[src/rtl/smcf_regs.svh]
`ifndef SMCF_REGS_SVH
`define SMCF_REGS_SVH

// Queue geometry, in bytes unless marked
`define SMCF_FIFO_BYTES 6'd32
`define SMCF_TX_SPACE_MAX 6'd28
`define SMCF_WORD_BYTES 6'd4
`define SMCF_WORD_INC 4'h1
`define SMCF_LANE_ZERO 2'h0
`define SMCF_BYTE_W 8
`define SMCF_PTR_RST 6'h00

// Bit counter within a serial byte
`define SMCF_BIT_FIRST 3'h0
`define SMCF_BIT_LAST 3'h7
`define SMCF_BIT_INC 3'h1

// Clock generation
`define SMCF_THIRD_DIVIDER_ENABLE_LAST 2'h2
`define SMCF_PRE_UNIT 8'h01
`define SMCF_CNT_ZERO 16'h0000

`endif

[src/rtl/smcf_pkg.sv]
package smcf_pkg;
	typedef logic [31:0] smcf_word_t;
	typedef logic [7:0] smcf_byte_t;
	typedef logic [5:0] smcf_ptr_t;
	typedef logic [7:0] smcf_period_t;
	typedef logic [3:0] smcf_nib_t;
	typedef logic [2:0] smcf_base_frequency_select_t;
	typedef logic [15:0] smcf_span_t;
	typedef enum {SCL_IDLE, SCL_LOW, SCL_RISE, SCL_SYNC, SCL_HIGH} smcf_scl_t;
endpackage

[src/rtl/smcf_clkdiv.sv]
`include "smcf_regs.svh"
module smcf_clkdiv
(
	// Clock and reset
	input wire logic clk,
	input wire logic nrst,
	// Divider setup
	input wire smcf_pkg::smcf_base_frequency_select_t i_base_frequency_select,
	input wire logic i_third_divider_enable_en,
	input wire logic i_div_en,
	input wire smcf_pkg::smcf_period_t i_period,
	input wire smcf_pkg::smcf_period_t i_low,
	// Final interface clock as edge pulses and level
	output logic o_rise,
	output logic o_fall,
	output logic o_level
);
	import smcf_pkg::*;

	logic [6:0] pre_r;
	logic [1:0] d3_r;
	smcf_period_t per_r;

	// Base select picks a power-of-two share of the source clock
	wire [6:0] pre_last = 7'((`SMCF_PRE_UNIT << i_base_frequency_select) - `SMCF_PRE_UNIT);
	wire base_tick = (pre_r == pre_last);
	wire d3_tick = base_tick & (d3_r == `SMCF_THIRD_DIVIDER_ENABLE_LAST);
	wire stage_tick = i_third_divider_enable_en ? d3_tick : base_tick;
	wire per_wrap = (per_r == i_period);
	// Bypassed divider toggles on every stage tick, giving half the stage rate
	wire rise_nxt = stage_tick & (i_div_en ? (per_r == i_low) : ~o_level);
	wire fall_nxt = stage_tick & (i_div_en ? per_wrap : o_level);

	// Counters; enables only, since the design has a single clock
	always_ff @(posedge clk)
	begin
		if (!nrst)
		begin
			pre_r <= 7'h00;
			d3_r <= 2'h0;
			per_r <= 8'h00;
		end
		else
		begin
			pre_r <= base_tick ? 7'h00 : pre_r + 7'h01;
			if (base_tick)
				d3_r <= (d3_r == `SMCF_THIRD_DIVIDER_ENABLE_LAST) ? 2'h0 : d3_r + 2'h1;
			if (stage_tick && i_div_en)
				per_r <= per_wrap ? 8'h00 : per_r + 8'h01;
		end
	end

	// Registered edge pulses and clock level
	always_ff @(posedge clk)
	begin
		if (!nrst)
		begin
			o_rise <= 1'b0;
			o_fall <= 1'b0;
			o_level <= 1'b0;
		end
		else
		begin
			o_rise <= rise_nxt;
			o_fall <= fall_nxt;
			o_level <= fall_nxt ? 1'b0 : (rise_nxt ? 1'b1 : o_level);
		end
	end
endmodule

[src/rtl/smcf_pair_buf.sv]
module smcf_pair_buf
#(
	parameter int W = 32,
	parameter int D = 2
)
(
	// Clock and reset
	input wire logic clk,
	input wire logic nrst,
	// Filling side
	input wire logic i_valid,
	input wire logic [W-1:0] i_data,
	output logic o_ready,
	// Draining side
	output logic o_valid,
	output logic [W-1:0] o_data,
	input wire logic i_ready
);
	localparam int AW = (D > 1) ? $clog2(D) : 1;

	logic [W-1:0] mem [D];
	logic [AW-1:0] wp_r;
	logic [AW-1:0] rp_r;
	logic [AW:0] cnt_r;

	function automatic logic [AW-1:0] bump(input logic [AW-1:0] p);
		bump = (p == AW'(D - 1)) ? '0 : p + AW'(1);
	endfunction

	wire push = i_valid & o_ready;
	wire pop = o_valid & i_ready;
	wire [AW:0] cnt_nxt = cnt_r + (AW+1)'(push) - (AW+1)'(pop);
	assign o_data = mem[rp_r];

	// Storage written only on accepted words
	always_ff @(posedge clk)
	begin
		if (push)
			mem[wp_r] <= i_data;
	end

	// Flags are registered from the next count, so full and empty are exact
	always_ff @(posedge clk)
	begin
		if (!nrst)
		begin
			wp_r <= '0;
			rp_r <= '0;
			cnt_r <= '0;
			o_ready <= 1'b1;
			o_valid <= 1'b0;
		end
		else
		begin
			if (push)
				wp_r <= bump(wp_r);
			if (pop)
				rp_r <= bump(rp_r);
			cnt_r <= cnt_nxt;
			o_ready <= (cnt_nxt != (AW+1)'(D));
			o_valid <= (cnt_nxt != '0);
		end
	end
endmodule

[src/rtl/smcf_top.sv]
`include "smcf_regs.svh"
// Notes on behaviour
// - In I2C mode SCL runs at half the final interface clock rate.
// - SCL duty is nominally even because the engine steps at twice bus rate.
// - Each SCL release waits a programmed number of source-clock cycles.
// - SCL high keeps its minimum span however late a slave lets go.
// - SCL is sampled every source cycle; a programmed run of highs confirms release.
// - In SPI mode the final interface clock drives the serial clock directly.
// - Two one-way 32-byte queues, transmit and receive, serve half and full duplex.
// - Word-only push and pop move pointers; unused bytes dropped or read as zero.
// - With DMA enabled the DMA ports fill and drain the queues instead.
// - Pointers and contents survive the end of a command.
// - A pointer-clear control zeroes both queue pointers.
// - Transfer pauses with the clock held while transmit empty or receive full.
// - A debug window reads queue words without moving any pointer.
// - The debug window writes the transmit queue only; receive is read-only.
// - Transmit write pointer and receive read pointer are visible.
// - Enabled divider spans period+1 input ticks, low for low+1 of them.
// - The divide-by-three stage is bypassed when its enable is zero.
module smcf_top
(
	// Clock and reset
	input wire logic I_SYS_CLK,
	input wire logic I_NRST,
	// Clock setup
	input wire logic I_MODE_SPI,
	input wire smcf_pkg::smcf_base_frequency_select_t I_BASE_FREQUENCY_SELECT,
	input wire logic I_THIRD_DIVIDER_ENABLE,
	input wire logic I_PROGRAMMABLE_DIVIDER_ENABLE,
	input wire smcf_pkg::smcf_period_t I_DIVIDER_PERIOD,
	input wire smcf_pkg::smcf_period_t I_DIVIDER_LOW_COUNT,
	input wire smcf_pkg::smcf_nib_t I_SCL_RISE_DELAY,
	input wire smcf_pkg::smcf_nib_t I_SDA_OUTPUT_DELAY,
	input wire smcf_pkg::smcf_nib_t I_STRETCH_SAMPLE_COUNT,
	// Transfer control and status
	input wire logic I_XFER_ACTIVE,
	input wire logic I_XFER_WRITE,
	input wire logic I_XFER_READ,
	input wire logic I_DMA_EN,
	output logic O_XFER_STALLED,
	// Transmit word push, software and DMA
	input wire logic I_TX_WORD_PUSH,
	input wire smcf_pkg::smcf_word_t I_TX_WORD_PUSH_DATA,
	input wire logic I_DMA_TX_VALID,
	input wire smcf_pkg::smcf_word_t I_DMA_TX_DATA,
	output logic O_TX_READY,
	// Receive word pop, software and DMA
	output logic O_RX_WORD_POP_VALID,
	output smcf_pkg::smcf_word_t O_RX_WORD_POP_DATA,
	input wire logic I_RX_WORD_POP_READY,
	input wire logic I_DMA_RX_READY,
	// Pointer clear and view
	input wire logic I_QUEUE_POINTER_CLEAR,
	output smcf_pkg::smcf_ptr_t O_QUEUE_POINTER_VIEW_TX,
	output smcf_pkg::smcf_ptr_t O_QUEUE_POINTER_VIEW_RX,
	// Debug queue window
	input wire logic I_DBG_RD,
	input wire logic I_DBG_WR,
	input wire logic I_DBG_RX_SEL,
	input wire logic [2:0] I_DBG_ADDR,
	input wire smcf_pkg::smcf_word_t I_DBG_WDATA,
	output smcf_pkg::smcf_word_t O_DEBUG_QUEUE_WINDOW_DATA,
	// Serial pins
	output logic O_SCL_OE,
	input wire logic I_SCL_IN,
	output logic O_SDA_OE,
	input wire logic I_SDA_IN,
	output logic O_SCK,
	output logic O_MOSI,
	input wire logic I_MISO
);
	import smcf_pkg::*;

	// Queue storage, one word per entry
	smcf_word_t tx_mem [8];
	smcf_word_t rx_mem [8];
	smcf_ptr_t tx_wptr_r, tx_rptr_r, rx_wptr_r, rx_rptr_r;
	smcf_ptr_t tx_wptr_nxt, tx_rptr_nxt, rx_wptr_nxt, rx_rptr_nxt;

	// Pin synchronisers
	logic [1:0] scl_sync_r, sda_sync_r, miso_sync_r;

	// Clock engine state
	smcf_scl_t scl_st_r, scl_st_nxt;
	smcf_nib_t rise_cnt_r, smp_cnt_r, sdo_dly_r;
	smcf_span_t ph_cnt_r, ph_len_r, hi_cnt_r;
	logic sck_r, sdo_r;
	logic [2:0] bit_cnt_r;
	smcf_byte_t tx_sh_r, rx_sh_r;
	logic div_rise, div_fall, div_level;

	// Keeps the valid lanes of a partly filled receive word
	function automatic smcf_word_t lane_keep(input smcf_ptr_t cnt);
		unique case (cnt[1:0])
			2'h1: lane_keep = 32'h0000_00ff;
			2'h2: lane_keep = 32'h0000_ffff;
			2'h3: lane_keep = 32'h00ff_ffff;
			default: lane_keep = 32'hffff_ffff;
		endcase
	endfunction

	// Picks one byte lane from a queue word
	function automatic smcf_byte_t lane_of(input smcf_word_t w, input logic [1:0] lane);
		lane_of = w[lane * `SMCF_BYTE_W +: `SMCF_BYTE_W];
	endfunction

	smcf_clkdiv u_div
	(
		.clk(I_SYS_CLK),
		.nrst(I_NRST),
		.i_base_frequency_select(I_BASE_FREQUENCY_SELECT),
		.i_third_divider_enable_en(I_THIRD_DIVIDER_ENABLE),
		.i_div_en(I_PROGRAMMABLE_DIVIDER_ENABLE),
		.i_period(I_DIVIDER_PERIOD),
		.i_low(I_DIVIDER_LOW_COUNT),
		.o_rise(div_rise),
		.o_fall(div_fall),
		.o_level(div_level)
	);

	// Queue fill levels and flags
	wire [5:0] tx_cnt = tx_wptr_r - tx_rptr_r;
	wire [5:0] rx_cnt = rx_wptr_r - rx_rptr_r;
	wire tx_empty = (tx_cnt == `SMCF_PTR_RST);
	wire rx_full = (rx_cnt == `SMCF_FIFO_BYTES);
	wire first_bit = (bit_cnt_r == `SMCF_BIT_FIRST);
	wire last_bit = (bit_cnt_r == `SMCF_BIT_LAST);
	// Pausing only at a byte boundary keeps a byte whole on the wire
	wire stall = I_XFER_ACTIVE & first_bit & ((I_XFER_WRITE & tx_empty) | (I_XFER_READ & rx_full));

	// Word push: DMA port replaces software port while DMA is enabled
	wire push_req = I_DMA_EN ? I_DMA_TX_VALID : I_TX_WORD_PUSH;
	wire smcf_word_t push_data = I_DMA_EN ? I_DMA_TX_DATA : I_TX_WORD_PUSH_DATA;
	wire push_ev = push_req & O_TX_READY & ~I_QUEUE_POINTER_CLEAR;

	// Word pop into the two-entry buffer; a partial word only once idle
	wire rx_whole = (rx_cnt >= `SMCF_WORD_BYTES);
	// Tail pop waits for idle so a running byte stream is never cut mid-word
	wire rx_tail = ~I_XFER_ACTIVE & (rx_cnt != `SMCF_PTR_RST);
	wire buf_ready;
	wire pop_ev = (rx_whole | rx_tail) & buf_ready & ~I_QUEUE_POINTER_CLEAR;
	wire smcf_word_t pop_word = rx_mem[rx_rptr_r[4:2]] & lane_keep(rx_whole ? `SMCF_WORD_BYTES : rx_cnt);
	wire drain_ready = I_DMA_EN ? I_DMA_RX_READY : I_RX_WORD_POP_READY;

	smcf_pair_buf #(.W(32), .D(2)) u_rx_buf
	(
		.clk(I_SYS_CLK),
		.nrst(I_NRST),
		.i_valid(pop_ev),
		.i_data(pop_word),
		.o_ready(buf_ready),
		.o_valid(O_RX_WORD_POP_VALID),
		.o_data(O_RX_WORD_POP_DATA),
		.i_ready(drain_ready)
	);

	// Serial events: sample on the rising clock, launch while the clock is low
	wire din = I_MODE_SPI ? miso_sync_r[1] : sda_sync_r[1];
	wire spi_samp = I_MODE_SPI & I_XFER_ACTIVE & div_rise & ~stall;
	wire i2c_samp = ~I_MODE_SPI & (scl_st_r == SCL_SYNC) & (scl_st_nxt == SCL_HIGH);
	wire samp_ev = spi_samp | i2c_samp;
	wire spi_fall = I_MODE_SPI & div_fall & sck_r;
	wire i2c_fall = ~I_MODE_SPI & (scl_st_r == SCL_HIGH) & (scl_st_nxt != SCL_HIGH);
	wire fall_ev = spi_fall | i2c_fall;
	wire clk_low = I_MODE_SPI ? ~sck_r : (scl_st_r == SCL_LOW);
	wire smcf_byte_t tx_head = lane_of(tx_mem[tx_rptr_r[4:2]], tx_rptr_r[1:0]);
	wire cur_bit = ~I_XFER_WRITE | (first_bit ? tx_head[7] : tx_sh_r[7]);
	wire tx_take = samp_ev & first_bit & I_XFER_WRITE;
	wire rx_put = samp_ev & last_bit & I_XFER_READ;
	wire smcf_byte_t rx_byte = {rx_sh_r[6:0], din};

	// Pointer next values; clear wins over every move
	always_comb
	begin
		tx_wptr_nxt = tx_wptr_r;
		tx_rptr_nxt = tx_rptr_r;
		rx_wptr_nxt = rx_wptr_r;
		rx_rptr_nxt = rx_rptr_r;
		if (I_QUEUE_POINTER_CLEAR)
		begin
			tx_wptr_nxt = `SMCF_PTR_RST;
			tx_rptr_nxt = `SMCF_PTR_RST;
			rx_wptr_nxt = `SMCF_PTR_RST;
			rx_rptr_nxt = `SMCF_PTR_RST;
		end
		else
		begin
			if (push_ev)
				tx_wptr_nxt = {tx_wptr_r[5:2] + `SMCF_WORD_INC, `SMCF_LANE_ZERO};
			if (tx_take)
				tx_rptr_nxt = tx_rptr_r + 6'h01;
			if (rx_put)
				rx_wptr_nxt = rx_wptr_r + 6'h01;
			if (pop_ev)
				rx_rptr_nxt = {rx_rptr_r[5:2] + `SMCF_WORD_INC, `SMCF_LANE_ZERO};
			// A tail pop also aligns the writer to the next word
			if (pop_ev && !rx_whole)
				rx_wptr_nxt = rx_rptr_nxt;
		end
	end

	// Pointers are not touched at command end, only by moves or clear
	always_ff @(posedge I_SYS_CLK)
	begin
		if (!I_NRST)
		begin
			tx_wptr_r <= `SMCF_PTR_RST;
			tx_rptr_r <= `SMCF_PTR_RST;
			rx_wptr_r <= `SMCF_PTR_RST;
			rx_rptr_r <= `SMCF_PTR_RST;
			O_TX_READY <= 1'b1;
		end
		else
		begin
			tx_wptr_r <= tx_wptr_nxt;
			tx_rptr_r <= tx_rptr_nxt;
			rx_wptr_r <= rx_wptr_nxt;
			rx_rptr_r <= rx_rptr_nxt;
			O_TX_READY <= ((tx_wptr_nxt - tx_rptr_nxt) <= `SMCF_TX_SPACE_MAX);
		end
	end

	// Transmit storage: pushes, and debug writes which move no pointer
	always_ff @(posedge I_SYS_CLK)
	begin
		if (push_ev)
			tx_mem[tx_wptr_r[4:2]] <= push_data;
		else if (I_DBG_WR && !I_DBG_RX_SEL)
			tx_mem[I_DBG_ADDR] <= I_DBG_WDATA;
	end

	// Receive storage: only the serial engine writes it
	always_ff @(posedge I_SYS_CLK)
	begin
		if (rx_put)
			rx_mem[rx_wptr_r[4:2]][rx_wptr_r[1:0] * `SMCF_BYTE_W +: `SMCF_BYTE_W] <= rx_byte;
	end

	// Debug window read and pointer view
	always_ff @(posedge I_SYS_CLK)
	begin
		if (!I_NRST)
			O_DEBUG_QUEUE_WINDOW_DATA <= 32'h0000_0000;
		else if (I_DBG_RD)
			O_DEBUG_QUEUE_WINDOW_DATA <= I_DBG_RX_SEL ? rx_mem[I_DBG_ADDR] : tx_mem[I_DBG_ADDR];
	end
	assign O_QUEUE_POINTER_VIEW_TX = tx_wptr_r;
	assign O_QUEUE_POINTER_VIEW_RX = rx_rptr_r;

	// Two-flop synchronisers for the pins
	always_ff @(posedge I_SYS_CLK)
	begin
		if (!I_NRST)
		begin
			scl_sync_r <= 2'h3;
			sda_sync_r <= 2'h3;
			miso_sync_r <= 2'h0;
		end
		else
		begin
			scl_sync_r <= {scl_sync_r[0], I_SCL_IN};
			sda_sync_r <= {sda_sync_r[0], I_SDA_IN};
			miso_sync_r <= {miso_sync_r[0], I_MISO};
		end
	end

	// Phase length between interface-clock rises, in source cycles
	always_ff @(posedge I_SYS_CLK)
	begin
		if (!I_NRST)
		begin
			ph_cnt_r <= `SMCF_CNT_ZERO;
			ph_len_r <= `SMCF_CNT_ZERO;
		end
		else if (div_rise)
		begin
			ph_cnt_r <= 16'h0001;
			ph_len_r <= ph_cnt_r;
		end
		else
			ph_cnt_r <= ph_cnt_r + 16'h0001;
	end

	// SCL sequencing; one state step per interface-clock rise gives SCL at half rate
	wire smp_done = ({1'b0, smp_cnt_r} + 5'h01) >= {1'b0, I_STRETCH_SAMPLE_COUNT};
	wire [15:0] hi_load = (ph_len_r > {12'h000, I_SCL_RISE_DELAY}) ? ph_len_r - {12'h000, I_SCL_RISE_DELAY} : 16'h0001;
	always_comb
	begin
		scl_st_nxt = scl_st_r;
		unique case (scl_st_r)
			SCL_IDLE:
				if (I_XFER_ACTIVE && !I_MODE_SPI)
					scl_st_nxt = SCL_LOW;
			SCL_LOW:
				if (!I_XFER_ACTIVE)
					scl_st_nxt = SCL_IDLE;
				else if (div_rise && !stall)
					scl_st_nxt = SCL_RISE;
			SCL_RISE:
				if (rise_cnt_r == 4'h0)
					scl_st_nxt = SCL_SYNC;
			SCL_SYNC:
				if (scl_sync_r[1] && smp_done)
					scl_st_nxt = SCL_HIGH;
			SCL_HIGH:
				if (hi_cnt_r <= 16'h0001)
					scl_st_nxt = I_XFER_ACTIVE ? SCL_LOW : SCL_IDLE;
		endcase
	end

	// SCL counters and state register
	always_ff @(posedge I_SYS_CLK)
	begin
		if (!I_NRST)
		begin
			scl_st_r <= SCL_IDLE;
			rise_cnt_r <= 4'h0;
			smp_cnt_r <= 4'h0;
			hi_cnt_r <= `SMCF_CNT_ZERO;
		end
		else
		begin
			scl_st_r <= scl_st_nxt;
			rise_cnt_r <= (scl_st_r == SCL_LOW) ? I_SCL_RISE_DELAY : rise_cnt_r - {3'h0, (rise_cnt_r != 4'h0)};
			// A low sample restarts the run, so a stretch is seen within one bus cycle
			smp_cnt_r <= (scl_st_r == SCL_SYNC && scl_sync_r[1]) ? smp_cnt_r + 4'h1 : 4'h0;
			hi_cnt_r <= (scl_st_nxt == SCL_HIGH && scl_st_r != SCL_HIGH) ? hi_load : hi_cnt_r - {15'h0000, (hi_cnt_r != `SMCF_CNT_ZERO)};
		end
	end

	// Byte shifter; an inactive transfer restarts at the first bit
	always_ff @(posedge I_SYS_CLK)
	begin
		if (!I_NRST || !I_XFER_ACTIVE)
		begin
			bit_cnt_r <= `SMCF_BIT_FIRST;
			tx_sh_r <= 8'h00;
			rx_sh_r <= 8'h00;
		end
		else if (samp_ev)
		begin
			bit_cnt_r <= bit_cnt_r + `SMCF_BIT_INC;
			tx_sh_r <= first_bit ? {tx_head[6:0], 1'b0} : {tx_sh_r[6:0], 1'b0};
			rx_sh_r <= rx_byte;
		end
	end

	// Pin drivers and status, all registered except O_SDA_OE, which I_MODE_SPI gates directly
	always_ff @(posedge I_SYS_CLK)
	begin
		if (!I_NRST)
		begin
			sck_r <= 1'b0;
			sdo_r <= 1'b1;
			sdo_dly_r <= 4'h0;
			O_SCL_OE <= 1'b0;
			O_XFER_STALLED <= 1'b0;
		end
		else
		begin
			if (!I_MODE_SPI || !I_XFER_ACTIVE)
				sck_r <= 1'b0;
			else if (div_rise && !stall)
				sck_r <= 1'b1;
			else if (div_fall)
				sck_r <= 1'b0;
			// Data launches a set delay after the clock falls
			if (fall_ev)
				sdo_dly_r <= I_SDA_OUTPUT_DELAY;
			else if (sdo_dly_r != 4'h0)
				sdo_dly_r <= sdo_dly_r - 4'h1;
			else if (clk_low)
				sdo_r <= cur_bit;
			O_SCL_OE <= (scl_st_nxt == SCL_LOW) || (scl_st_nxt == SCL_RISE);
			O_XFER_STALLED <= stall;
		end
	end
	assign O_SCK = sck_r;
	assign O_MOSI = sdo_r;
	assign O_SDA_OE = ~I_MODE_SPI & ~sdo_r;
	// Note: partial-word tail pops are never taken during a transfer
endmodule

[config.mk]
export PLATFORM = sky130hd
export DESIGN_NAME = smcf_top
export DESIGN_NICKNAME = d
export VERILOG_FILES = /design/src/rtl/smcf_pkg.sv /design/src/rtl/smcf_clkdiv.sv /design/src/rtl/smcf_pair_buf.sv /design/src/rtl/smcf_top.sv
export VERILOG_INCLUDE_DIRS = /design/src /design/src/rtl
export SDC_FILE = /design/constraint.sdc
export NUM_CORES = 1
export LEC_CHECK = 0
export BUFFER_PORTS_ARGS = -buffer_cell sky130_fd_sc_hd__buf_2
export CAP_MARGIN = 20
export CORE_ASPECT_RATIO = 1.25
export CORE_MARGIN = 2
export CORE_UTILIZATION = 35
export CTS_CLUSTER_DIAMETER = 60
export CTS_CLUSTER_SIZE = 40
export DETAILED_ROUTE_END_ITERATION = 12
export PLACE_DENSITY = 0.61
export SLEW_MARGIN = 20
export SYNTH_ARGS = -nofsm -noshare
export SYNTH_HDL_FRONTEND = slang
export SYNTH_SLANG_ARGS = --single-unit
[constraint.sdc]
create_clock -name I_SYS_CLK -period 6.3 [get_ports I_SYS_CLK]
set_input_delay 0.63 -clock I_SYS_CLK [delete_from_list [all_inputs] [get_ports I_SYS_CLK]]
set_output_delay 0.63 -clock I_SYS_CLK [all_outputs]
set_load 0.03 [all_outputs]
# == Word level (Yosys, flattened, before mapping) ==
# Memory sizes are Yosys's and may differ from the RTL's. A register that Yosys moved wholly into a read port is not among the register bits.
# Index checks and enable logic that the tools add are counted.
# classes
shift,4
n_eq_ne,22
order_cmp,5
bitwise_logic,45
n_reduce_logical,37
add_sub_neg,24
mux,56
# op_table
op,count
$mux 32,10
$pmux 32 s5,1
$eq 32x2->1 const B,4
$eq 32x3->1 const B,3
$pmux 32 s3,1
$eq 32x4->1 const B,2
$ne 32x4->1 const B,2
$mux 6,7
$neg 5->34,1
$shift 8x34->32 const A,1
$shiftx 8x34->32,1
$and 32x32->32,1
$eq 32x1->1 const B,1
$logic_not 32->1,1
$mux 16,2
$reduce_or 32->1,1
$shiftx 32x6->8,1
$and 1x1->1,28
$mux 1,25
$sub 6x6->6,3
$add 16x1->16 const B,1
$eq 8x8->1,2
$gt 16x4->1,1
$le 16x1->1 const B,1
44 further kinds,92
# word_totals
inputBits,150
mem_count,3
output_inout_bits,83
mem_bits_rw,576
wordCells,231
reg_bits,203
# mem_list
memory,words,width,rd,rd_ports_with_merged_regs,write_ports,line_no,text
rx_mem,8,32,2,1,1,smcf_top.sv:76,smcf_word_t rx_mem [8];
tx_mem,8,32,2,1,1,smcf_top.sv:75,smcf_word_t tx_mem [8];
u_rx_buf.mem,2,32,1,1,1,smcf_pair_buf.sv:21,logic [W-1:0] mem [D];

# == Depth between registers and ports, before layout ==
# Gate-level depths: netlist of run 1.
# depth
ltp_word,19
depth_mapped,22
mapped_depth_nobuf,20

# == Cells and area by module ==
# Synthesis of run 1 repeated with hierarchy kept, for this count alone.
# hier_totals
hier_cells,2512
area_unflattened_um2,36781.5
# modules_own_cells
mod,seq_area_each_um2,area_each_um2,n_inst,cells_each
smcf_top,18898.1,32802.7,1,2235
smcf_pair_buf,2062.0,2715.1,1,126
smcf_clkdiv,400.4,1263.7,1,151

# == Worst setup path before layout of run 1 ==
# No wires, ideal clock.
# synth_path
kind,register to register
start,register rx_rptr_r[2] (netlist: O_QUEUE_POINTER_VIEW_RX[2])
end,memory u_rx_buf.mem[0][0] (enable)
path_buffers,2
path_stages_with_launch,12
arrival_time_ps,5317
setup_ps,461
slack_ps,522
required_ps,5839
synth_period_minus_slack_ps,5778
cell_sequence,dfxtp_1 > buf_1 > buf_1 > inv_1 > ha_1 > xnor2_1 > nor3b_1 > mux2_2 > or2_2 > nand2_1 > nand2_1 > nor3_1
# synth_between
elab_chain_len,9
elab_cells_between_ends,10
cone_classes,1 x add/sub; 1 x order compare; 2 x mux; 5 x bitwise; 1 x reduce/logical
# synth_lines
element,line_no,text
start: declaration,smcf_top.sv:77,"smcf_ptr_t tx_wptr_r, tx_rptr_r, rx_wptr_r, rx_rptr_r;"
start signal: assignment,smcf_top.sv:210,rx_rptr_r <= `SMCF_PTR_RST;
start signal: assignment,smcf_top.sv:218,rx_rptr_r <= rx_rptr_nxt;
$sub 6x6->6 (*),smcf_top.sv:123,wire [5:0] rx_cnt = rx_wptr_r - rx_rptr_r;
branches (longest 2 deep; another with $ge 6x3->1),-,
$or 1x1->1 (*),smcf_top.sv:141,wire pop_ev = (rx_whole | rx_tail) & buf_ready & ~I_QUEUE_POINTER_CLEAR;
$and 1x1->1 (*) (2 in series),smcf_top.sv:141,
$and 1x1->1 (*),smcf_pair_buf.sv:30,wire push = i_valid & o_ready;
$mux 1 (*),smcf_pair_buf.sv:38,if (push)
$mux 1 (not written as such) (*),smcf_pair_buf.sv:39,mem[wp_r] <= i_data;
end: declaration,smcf_pair_buf.sv:21,
# Every way passes the cells marked *.

# == Final worst setup path of run 1 ==
# layout_path
start,register rx_rptr_r[3] (netlist: O_QUEUE_POINTER_VIEW_RX[3])
end,register O_TX_READY
# layout_between
elab_chain_len,19
elab_cells_between_ends,21
cone_classes,2 x add/sub; 1 x order compare; 2 x eq/ne; 5 x mux; 9 x bitwise; 2 x reduce/logical
# layout_lines
element,line_no,text
$sub 6x6->6 (*),smcf_top.sv:123,
$eq 6x6->1 (no source line) (*),-,
$and 1x1->1 (*),smcf_top.sv:129,wire stall = I_XFER_ACTIVE & first_bit & ((I_XFER_WRITE & tx_empty) | (I_XFER_READ & rx_full));
$or 1x1->1 (*),smcf_top.sv:129,
$and 1x1->1 (*),smcf_top.sv:129,
$logic_not 1->1,smcf_top.sv:297,else if (div_rise && !stall)
$logic_and 1x1->1,smcf_top.sv:297,
$mux 32,smcf_top.sv:297,
[... 2 more ...],-,
$eq 32x4->1,smcf_top.sv:160,wire i2c_samp = ~I_MODE_SPI & (scl_st_r == SCL_SYNC) & (scl_st_nxt == SCL_HIGH);
$and 1x1->1,smcf_top.sv:160,
$or 1x1->1 (*),smcf_top.sv:161,wire samp_ev = spi_samp | i2c_samp;
$and 1x1->1 (*) (2 in series),smcf_top.sv:168,wire tx_take = samp_ev & first_bit & I_XFER_WRITE;
$mux 6 (*),smcf_top.sv:190,if (tx_take)
$mux 6 (*),smcf_top.sv:179,if (I_QUEUE_POINTER_CLEAR)
$sub 6x6->6 (*),smcf_top.sv:219,O_TX_READY <= ((tx_wptr_nxt - tx_rptr_nxt) <= `SMCF_TX_SPACE_MAX);
$le 6x5->1 (no source line) (*),-,
end signal: assignment,smcf_top.sv:219,
end: declaration,smcf_top.sv:46,"output logic O_TX_READY,"
# Every way passes the cells marked *; elsewhere a longest branch is shown, timed or not.
# A chain may end at the register's enable or synchronous reset.

==> flow_summary.ini, run 1 <==
[floorplan]
dieHeight_um = 364.8
die_w_um = 292.6
num_rows = 132
initial_core_util_pct = 35.25
fp.dieArea_um2 = 106700
fp.coreArea_um2 = 103400
ioPinCount = 233

[logic_synthesis]
syn_nets = 2703
yosys.cell_types.count = 68
synthesis.yosys.warnings = 0
ys_seq_area_share_pct = 58.62
syn-cell-area_um2 = 36440
synth_edf_count = 576
ys.flop_type = edfxtp_1
async_reset_ff_share_pct = 0
avgSynthCellArea_um2 = 14.56
synthCells = 2503
ys_ff_latch = 779

[pwr]
p_leak_nw = 14.63
irDropWorstVdd_v = 0.0002192
power_per_cell_area_nw_per_um2 = 286.2
power_mw = 11.83

[routing]
drcViolationCount = 0
wl_per_cell_um = 24.57
num_vias = 22420
drt-initial-drc-count = 1820
ant_nets = 0
dr.pass1.iters = 5
via_per_inst = 5.478
totalWireLength_um = 100600

[timing]
rsz0062_at_grt = no
hold_viol = 0
worstMarginPinSlew_ps = 1151
hold_ws_ps = 165.5
drv_slew = 0
period_share_pct = 81.76
min_period_ps = 5151
finalSetupViolations = 0
skew_ps = 29.66
totalNegativeSetupSlack_ps = 0
relSlewSlack_pct = 23.11
fmax_mhz = 194.1

[finish]
regArea_um2 = 21370
drive_gt1_share_pct = 26.28
final_common_cell = edfxtp_1
final_cell_mix = edfxtp_1, mux4_2, buf_2, dfxtp_1, nand2_1
fillerInstances = 9591
num-nets-final = 2899
area_growth_pct = 13.48
multiInputGateArea_um2 = 14350

[global_routing]
grt_pass1_vias = 22400
antenna_found_initial = 2
grt_pass1_wl_um = 147100
grt_usage_pct = 18.64
grt_max_degree = 76
overflow = 0

[clocking]
ctsHoldBuffers = 0
path_clk_slew_ps = 80
cts_resized = 0
cts.path.max_buffers = 3
clock-sinks = 779
root_buffer = clkbuf_16
tritoncts = built
post-cts-setup-buffers = 0
htree_num_levels = 2
clkLatencyLatePin_ps = 680
numCtsBuffers = 61

[run_status]
status = finished clean

[critical_path]
worstPathMaxFanout = 23
path_class = reg -> reg
crit_required_ps = 6910
arrival_ps = 5760
cp-end-kind = flop
crit_path_start_kind = flop

[placed_design]
numPortBuffers = 232
hpwl_um = 70120
place_congestion = 0.8511

[job]
drv_cap = 0

[worst_hold_path]
hp-class = in -> reg
==> power breakdown <==
group / switching [mW] / leakage, nW / internal [mW]
Sequential: 0.119 / 7.23 / 5.75
Combinational: 1.09 / 6.35 / 0.678
Clock: 2.09 / 1.05 / 2.10
Total: 3.31 / 14.6 / 8.53
==> worst max-delay path: stages (launching register included) <==
cell and delay, ps:
dfxtp_2 740, inv_1 100, ha_1 400, o21a_1 230, a21boi_0 270, mux2i_1 120, o211ai_1 550, nand3b_1 350
a21oi_1 310, mux2i_1 130, or2_2 300, ha_1 290, a21oi_1 230, o21bai_1 90, a21o_1 170, a21oi_1 180
xor2_1 220, mux4_2 330, nand2_1 70
==> sequential cells by signal, summed over array words and instances (netlist names), 7 cells and up, named ones only <==
signal                     cells
scl_st_r                      32
rx_mem                       256
ph_len_r                      16
O_DEBUG_QUEUE_WINDOW_DATA     32
rx_sh_r                        7
ph_cnt_r                      16
tx_mem                       256
u_rx_buf.mem                  64
u_div.per_r                    8
tx_sh_r                        7
hi_cnt_r                      16
u_div.pre_r                    7
==> final timing paths <==
kind	slack (ps)	from	end	depth (start not counted)
worst min-delay path	170	I_SDA_IN	sda_sync_r[0]	2
worst max register to register	1150	O_QUEUE_POINTER_VIEW_RX[3]	O_TX_READY	18
worst max-delay path	1150	O_QUEUE_POINTER_VIEW_RX[3]	O_TX_READY	18
worst min register to register	420	scl_sync_r[0]	scl_sync_r[1]	1
==> cell families (layout without fill, tap and decap cells) <==
family	after synthesis	count (layout)	synth area share (%)
multiplexers	454	454	21.62
other	0	2	0
flip-flops	779	779	58.62
adder cells (fa/ha/maj)	50	50	1.758
buffers and inverters	207	455	2.204
AND/OR/NAND/NOR	661	661	8.924
XOR/XNOR	98	98	2.355
AO/OA/AOI/OAI	254	254	4.525
==> cells in the mapped netlist, types with 11 or more instances <==
master / instances / area share (%)
nand2_1: 176 / 1.8
or3_1: 11 / 0.19
nor3_1: 48 / 0.66
a31oi_1: 15 / 0.26
and2_1: 47 / 0.81
mux4_2: 263 / 16
o22ai_1: 26 / 0.45
ha_1: 48 / 1.6
mux2i_1: 157 / 4.3
or4_1: 11 / 0.23
nor2_1: 167 / 1.7
edfxtp_1: 576 / 47
clkbuf_1: 100 / 1.0
and3_1: 65 / 1.1
xor2_1: 48 / 1.2
nor2b_1: 22 / 0.38
inv_1: 53 / 0.55
xnor2_1: 50 / 1.2
nor4_1: 18 / 0.31
mux2_2: 34 / 1.1
nand2b_1: 16 / 0.27
o31ai_1: 11 / 0.23
nand3_1: 34 / 0.47
buf_1: 40 / 0.41
nor3b_1: 12 / 0.25
a211oi_1: 11 / 0.23
o21ai_0: 57 / 0.78
a21oi_1: 54 / 0.74
o221ai_1: 28 / 0.67
a21boi_0: 18 / 0.37
dfxtp_1: 203 / 11
==> layer usage <==
metal / part of all wire, % / vias up / routed length (um) / track usage (%)
met1: 40 / 11480 / 40030 / 23.24
met3: 5.9 / 137 / 5928 / 2.694
met2: 50 / 699 / 50740 / 32.88
met5: 0.013 / - / 13 / 0
li1: - / 10110 / - / -
met4: 3.8 / 2 / 3870 / 6.878
==> final cells by class <==
class,instances,share of cell area [%]
diodes,2,0.01210
inverters,56,0.5083
clock inverters,53,1.555
repair buffers,284,3.797
flip-flops and latches,779,51.68
multi-input cells,1517,34.69
well taps,1340,4.054
clock buffers,62,3.700
==> through the flow <==
stage,setup WS (ps),instances,instance area (um2),utilization [%]
after CTS,1191,4088,41330,39.98
after global placement,1313,3973,39160,37.87
final,1149,4093,41350,40.00
after global routing,820.7,4091,41350,39.99
after detailed placement,1210,3973,39160,37.87
after floorplan,522.1,2503,36440,-
No activity file was read; power rests on OpenSTA's default activity.
==> run 2, diff against run 1 <==
--- a/config.mk
+++ b/config.mk
@@ -6,6 +6,7 @@
 export SDC_FILE = /design/constraint.sdc
 export NUM_CORES = 1
 export LEC_CHECK = 0
+export ABC_AREA = 1
 export BUFFER_PORTS_ARGS = -buffer_cell sky130_fd_sc_hd__buf_2
 export CAP_MARGIN = 20
 export CORE_ASPECT_RATIO = 1.25
==> constraint.sdc (replaced) <==
create_clock -name I_SYS_CLK -period 5.03 [get_ports I_SYS_CLK]
set_input_delay 0.503 -clock I_SYS_CLK [delete_from_list [all_inputs] [get_ports I_SYS_CLK]]
set_output_delay 0.503 -clock I_SYS_CLK [all_outputs]
set_load 0.03 [all_outputs]
==> run 2 against run 1 <==
Against the previous run:
- largest power group unchanged
- synthesized cell count up 62%
- highest routed layer unchanged
- via count up 38%
- clock skew up 33 ps
- flip-flop and latch count unchanged
- critical path depth up 12
- global-route usage up 2.2 points
- register-to-register slack worse by 320 ps
- critical endpoint unchanged
- routed wire length up 18%
- power up 30%
==> flow_summary.ini, run 2 <==
[logic_synthesis]
yosys-top-cells-count = nor2_1, o21ai_0, edfxtp_1, nand2_1, inv_1
ys_seq_area_share_pct = 56.88
yosysTopAreaCellShare_pct = 46.06
ys.flop_type = edfxtp_1
synthesis.yosys.warnings = 0
ys_ff_latch = 779
synth_edf_count = 576
yosysMostFrequentCell = nor2_1
synth.area.top_cells = edfxtp_1, dfxtp_1, o21ai_0, nor2_1, nand2_1
yosys.cell_types.count = 57
syn-cell-area_um2 = 37550
synthCells = 4045
yosysTopAreaCell = edfxtp_1
async_reset_ff_share_pct = 0
avgSynthCellArea_um2 = 9.283
syn_nets = 4245

[finish]
final_common_cell = nor2_1
num-nets-final = 4338
final_area_um2 = 41990
area_growth_pct = 11.82
drive_gt1_share_pct = 12.78
fillerInstances = 10570
regArea_um2 = 21370
final_cell_mix = nor2_1, o21ai_0, edfxtp_1, nand2_1, inv_1
multiInputGateArea_um2 = 14270

[placed_design]
dp_slack_ps = 878.0
place_congestion = 0.8862
hpwl_um = 75220
dpl_cell_area_um2 = 40170
numPortBuffers = 232

[clocking]
numCtsBuffers = 49
path_clk_slew_ps = 100
root_buffer = clkbuf_16
clock-sinks = 779
tritoncts = built
cts.path.max_buffers = 3
clkLatencyLatePin_ps = 670
cts_resized = 0
htree_num_levels = 2

[critical_path]
r2r_slack_ps = 830
crit_family = simple AND/OR/NAND/NOR gates
crit_path_start_kind = flop
crit_required_ps = 5550
r2r-start = rx_wptr_r[0]
cp-end-kind = flop
endpoint = O_TX_READY
r2r-end = O_TX_READY
cpPeakStageDelay_ps = 400
path_depth = 30
crit_path_frequent_cell = nand2_1
worst-path-buf-inv = 4
r2r_cells = 30
worstPathMaxFanout = 13
worstSetupStartpoint = rx_wptr_r[0]
path_class = reg -> reg
arrival_ps = 4710
cpMaxStageDelayCell = fa_1

[job]
drv_cap = 0

[timing]
worstMarginPinSlew_ps = 1106
totalNegativeSetupSlack_ps = 0
period_share_pct = 83.43
skew_ps = 62.20
fmax_mhz = 238.3
finalSetupViolations = 0
relSlewSlack_pct = 25.94
hold_viol = 0
drv_slew = 0
rsz0062_at_grt = no
min_period_ps = 4197
layout_setup_ws_ps = 833.5

[routing]
drcViolationCount = 0
totalWireLength_um = 118600
ant_nets = 0
dr.pass1.iters = 6
wl_per_cell_um = 21.14
num_vias = 30950
drt-initial-drc-count = 3059
via_per_inst = 5.518

[pwr]
p_comb_share_pct = 21.6
p_sw_mw = 4.947
power_per_cell_area_nw_per_um2 = 365.7
seq_power_share_pct = 48.9
power.share.clock_pct = 29.5
p_sw_share_pct = 32.21
irDropWorstVdd_v = 0.0002901
p_leak_nw = 15.67
p_int_mw = 10.41

[global_routing]
grt_pass1_vias = 29440
grt_max_degree = 111
antenna_found_initial = 7
grt_usage_pct = 20.82
overflow = 0
grt_pass1_wl_um = 177000

[worst_hold_path]
hp-class = in -> reg
min_from = I_SDA_OUTPUT_DELAY[0]

[floorplan]
die_w_um = 297.0
initial_core_util_pct = 35.22
fp.dieArea_um2 = 109900
dieHeight_um = 370.2
ioPinCount = 233
num_rows = 134
fp.coreArea_um2 = 106600

[run_status]
status = finished clean
## run 2: cell type report
type | count | area share, %
repair buffers | 311 | 4.341
diodes | 2 | 0.01192
flip-flops and latches | 779 | 50.89
clock inverters | 42 | 1.150
inverters | 269 | 2.428
well taps | 1428 | 4.255
multi-input cells | 2728 | 33.99
clock buffers | 50 | 2.932
## run 2: power groups by stage
stage	Sequential, mW	Clock [mW]	Combinational, mW
floorplan	7.70	0	2.19
CTS	7.52	4.62	3.28
finish	7.51	4.53	3.31
global placement	7.66	0	3.24
detailed placement	7.67	0	3.26
global route	7.56	4.82	3.68
## run 2: worst min path at each step
stage / to / depth (start not counted)
6_report: sdo_dly_r[0] / 3
5_1_grt: sdo_dly_r[0] / 3
4_1_cts: sdo_dly_r[0] / 3
3_5_place_dp: sda_sync_r[1] / 1
3_3_place_gp: sda_sync_r[1] / 1
2_1_floorplan: miso_sync_r[1] / 2
## run 2: per-stage QoR
step	std cells	hold WS [ps]	power (mW)	utilization (%)
6_report	5609	126.9	15.36	39.38
5_1_grt	5608	121.9	16.05	39.38
4_1_cts	5605	80.38	15.43	39.31
3_5_place_dp	5510	403.1	10.93	37.67
3_3_place_gp	5510	400.5	10.90	37.65
2_1_floorplan	4045	390.5	9.888	-
## run 2: kinds of logic (layout without fill, tap and decap cells)
logic type               Yosys count  after routing  synth area share (%)
AND/OR/NAND/NOR                 1418           1418                 15.58
XOR/XNOR                          47             47                 1.096
multiplexers                      37             37                 1.093
AO/OA/AOI/OAI                   1176           1176                 18.17
other                              0              2                     0
adder cells (fa/ha/maj)           50             50                 1.706
flip-flops                       779            779                 56.88
buffers and inverters            538            672                 5.464
## run 2: timing repair
action,4_1_cts,5_1_grt
hold buffers,3,0
setup buffers,0,0
hold endpoints to repair,3,0
## run 2: tightest hold or removal path, cell delays in order
cell,delay [ps]
buf_2,90
nand2_1,60
a31oi_1,70
## run 2: metal layers
metal / wire [um] / up-vias / track usage, %
met3: 8882 / 290 / 3.096
met2: 56650 / 1420 / 36.07
met4: 5745 / 2 / 10.25
met1: 47290 / 14720 / 25.34
met5: 8 / - / 0
li1: - / 14520 / -
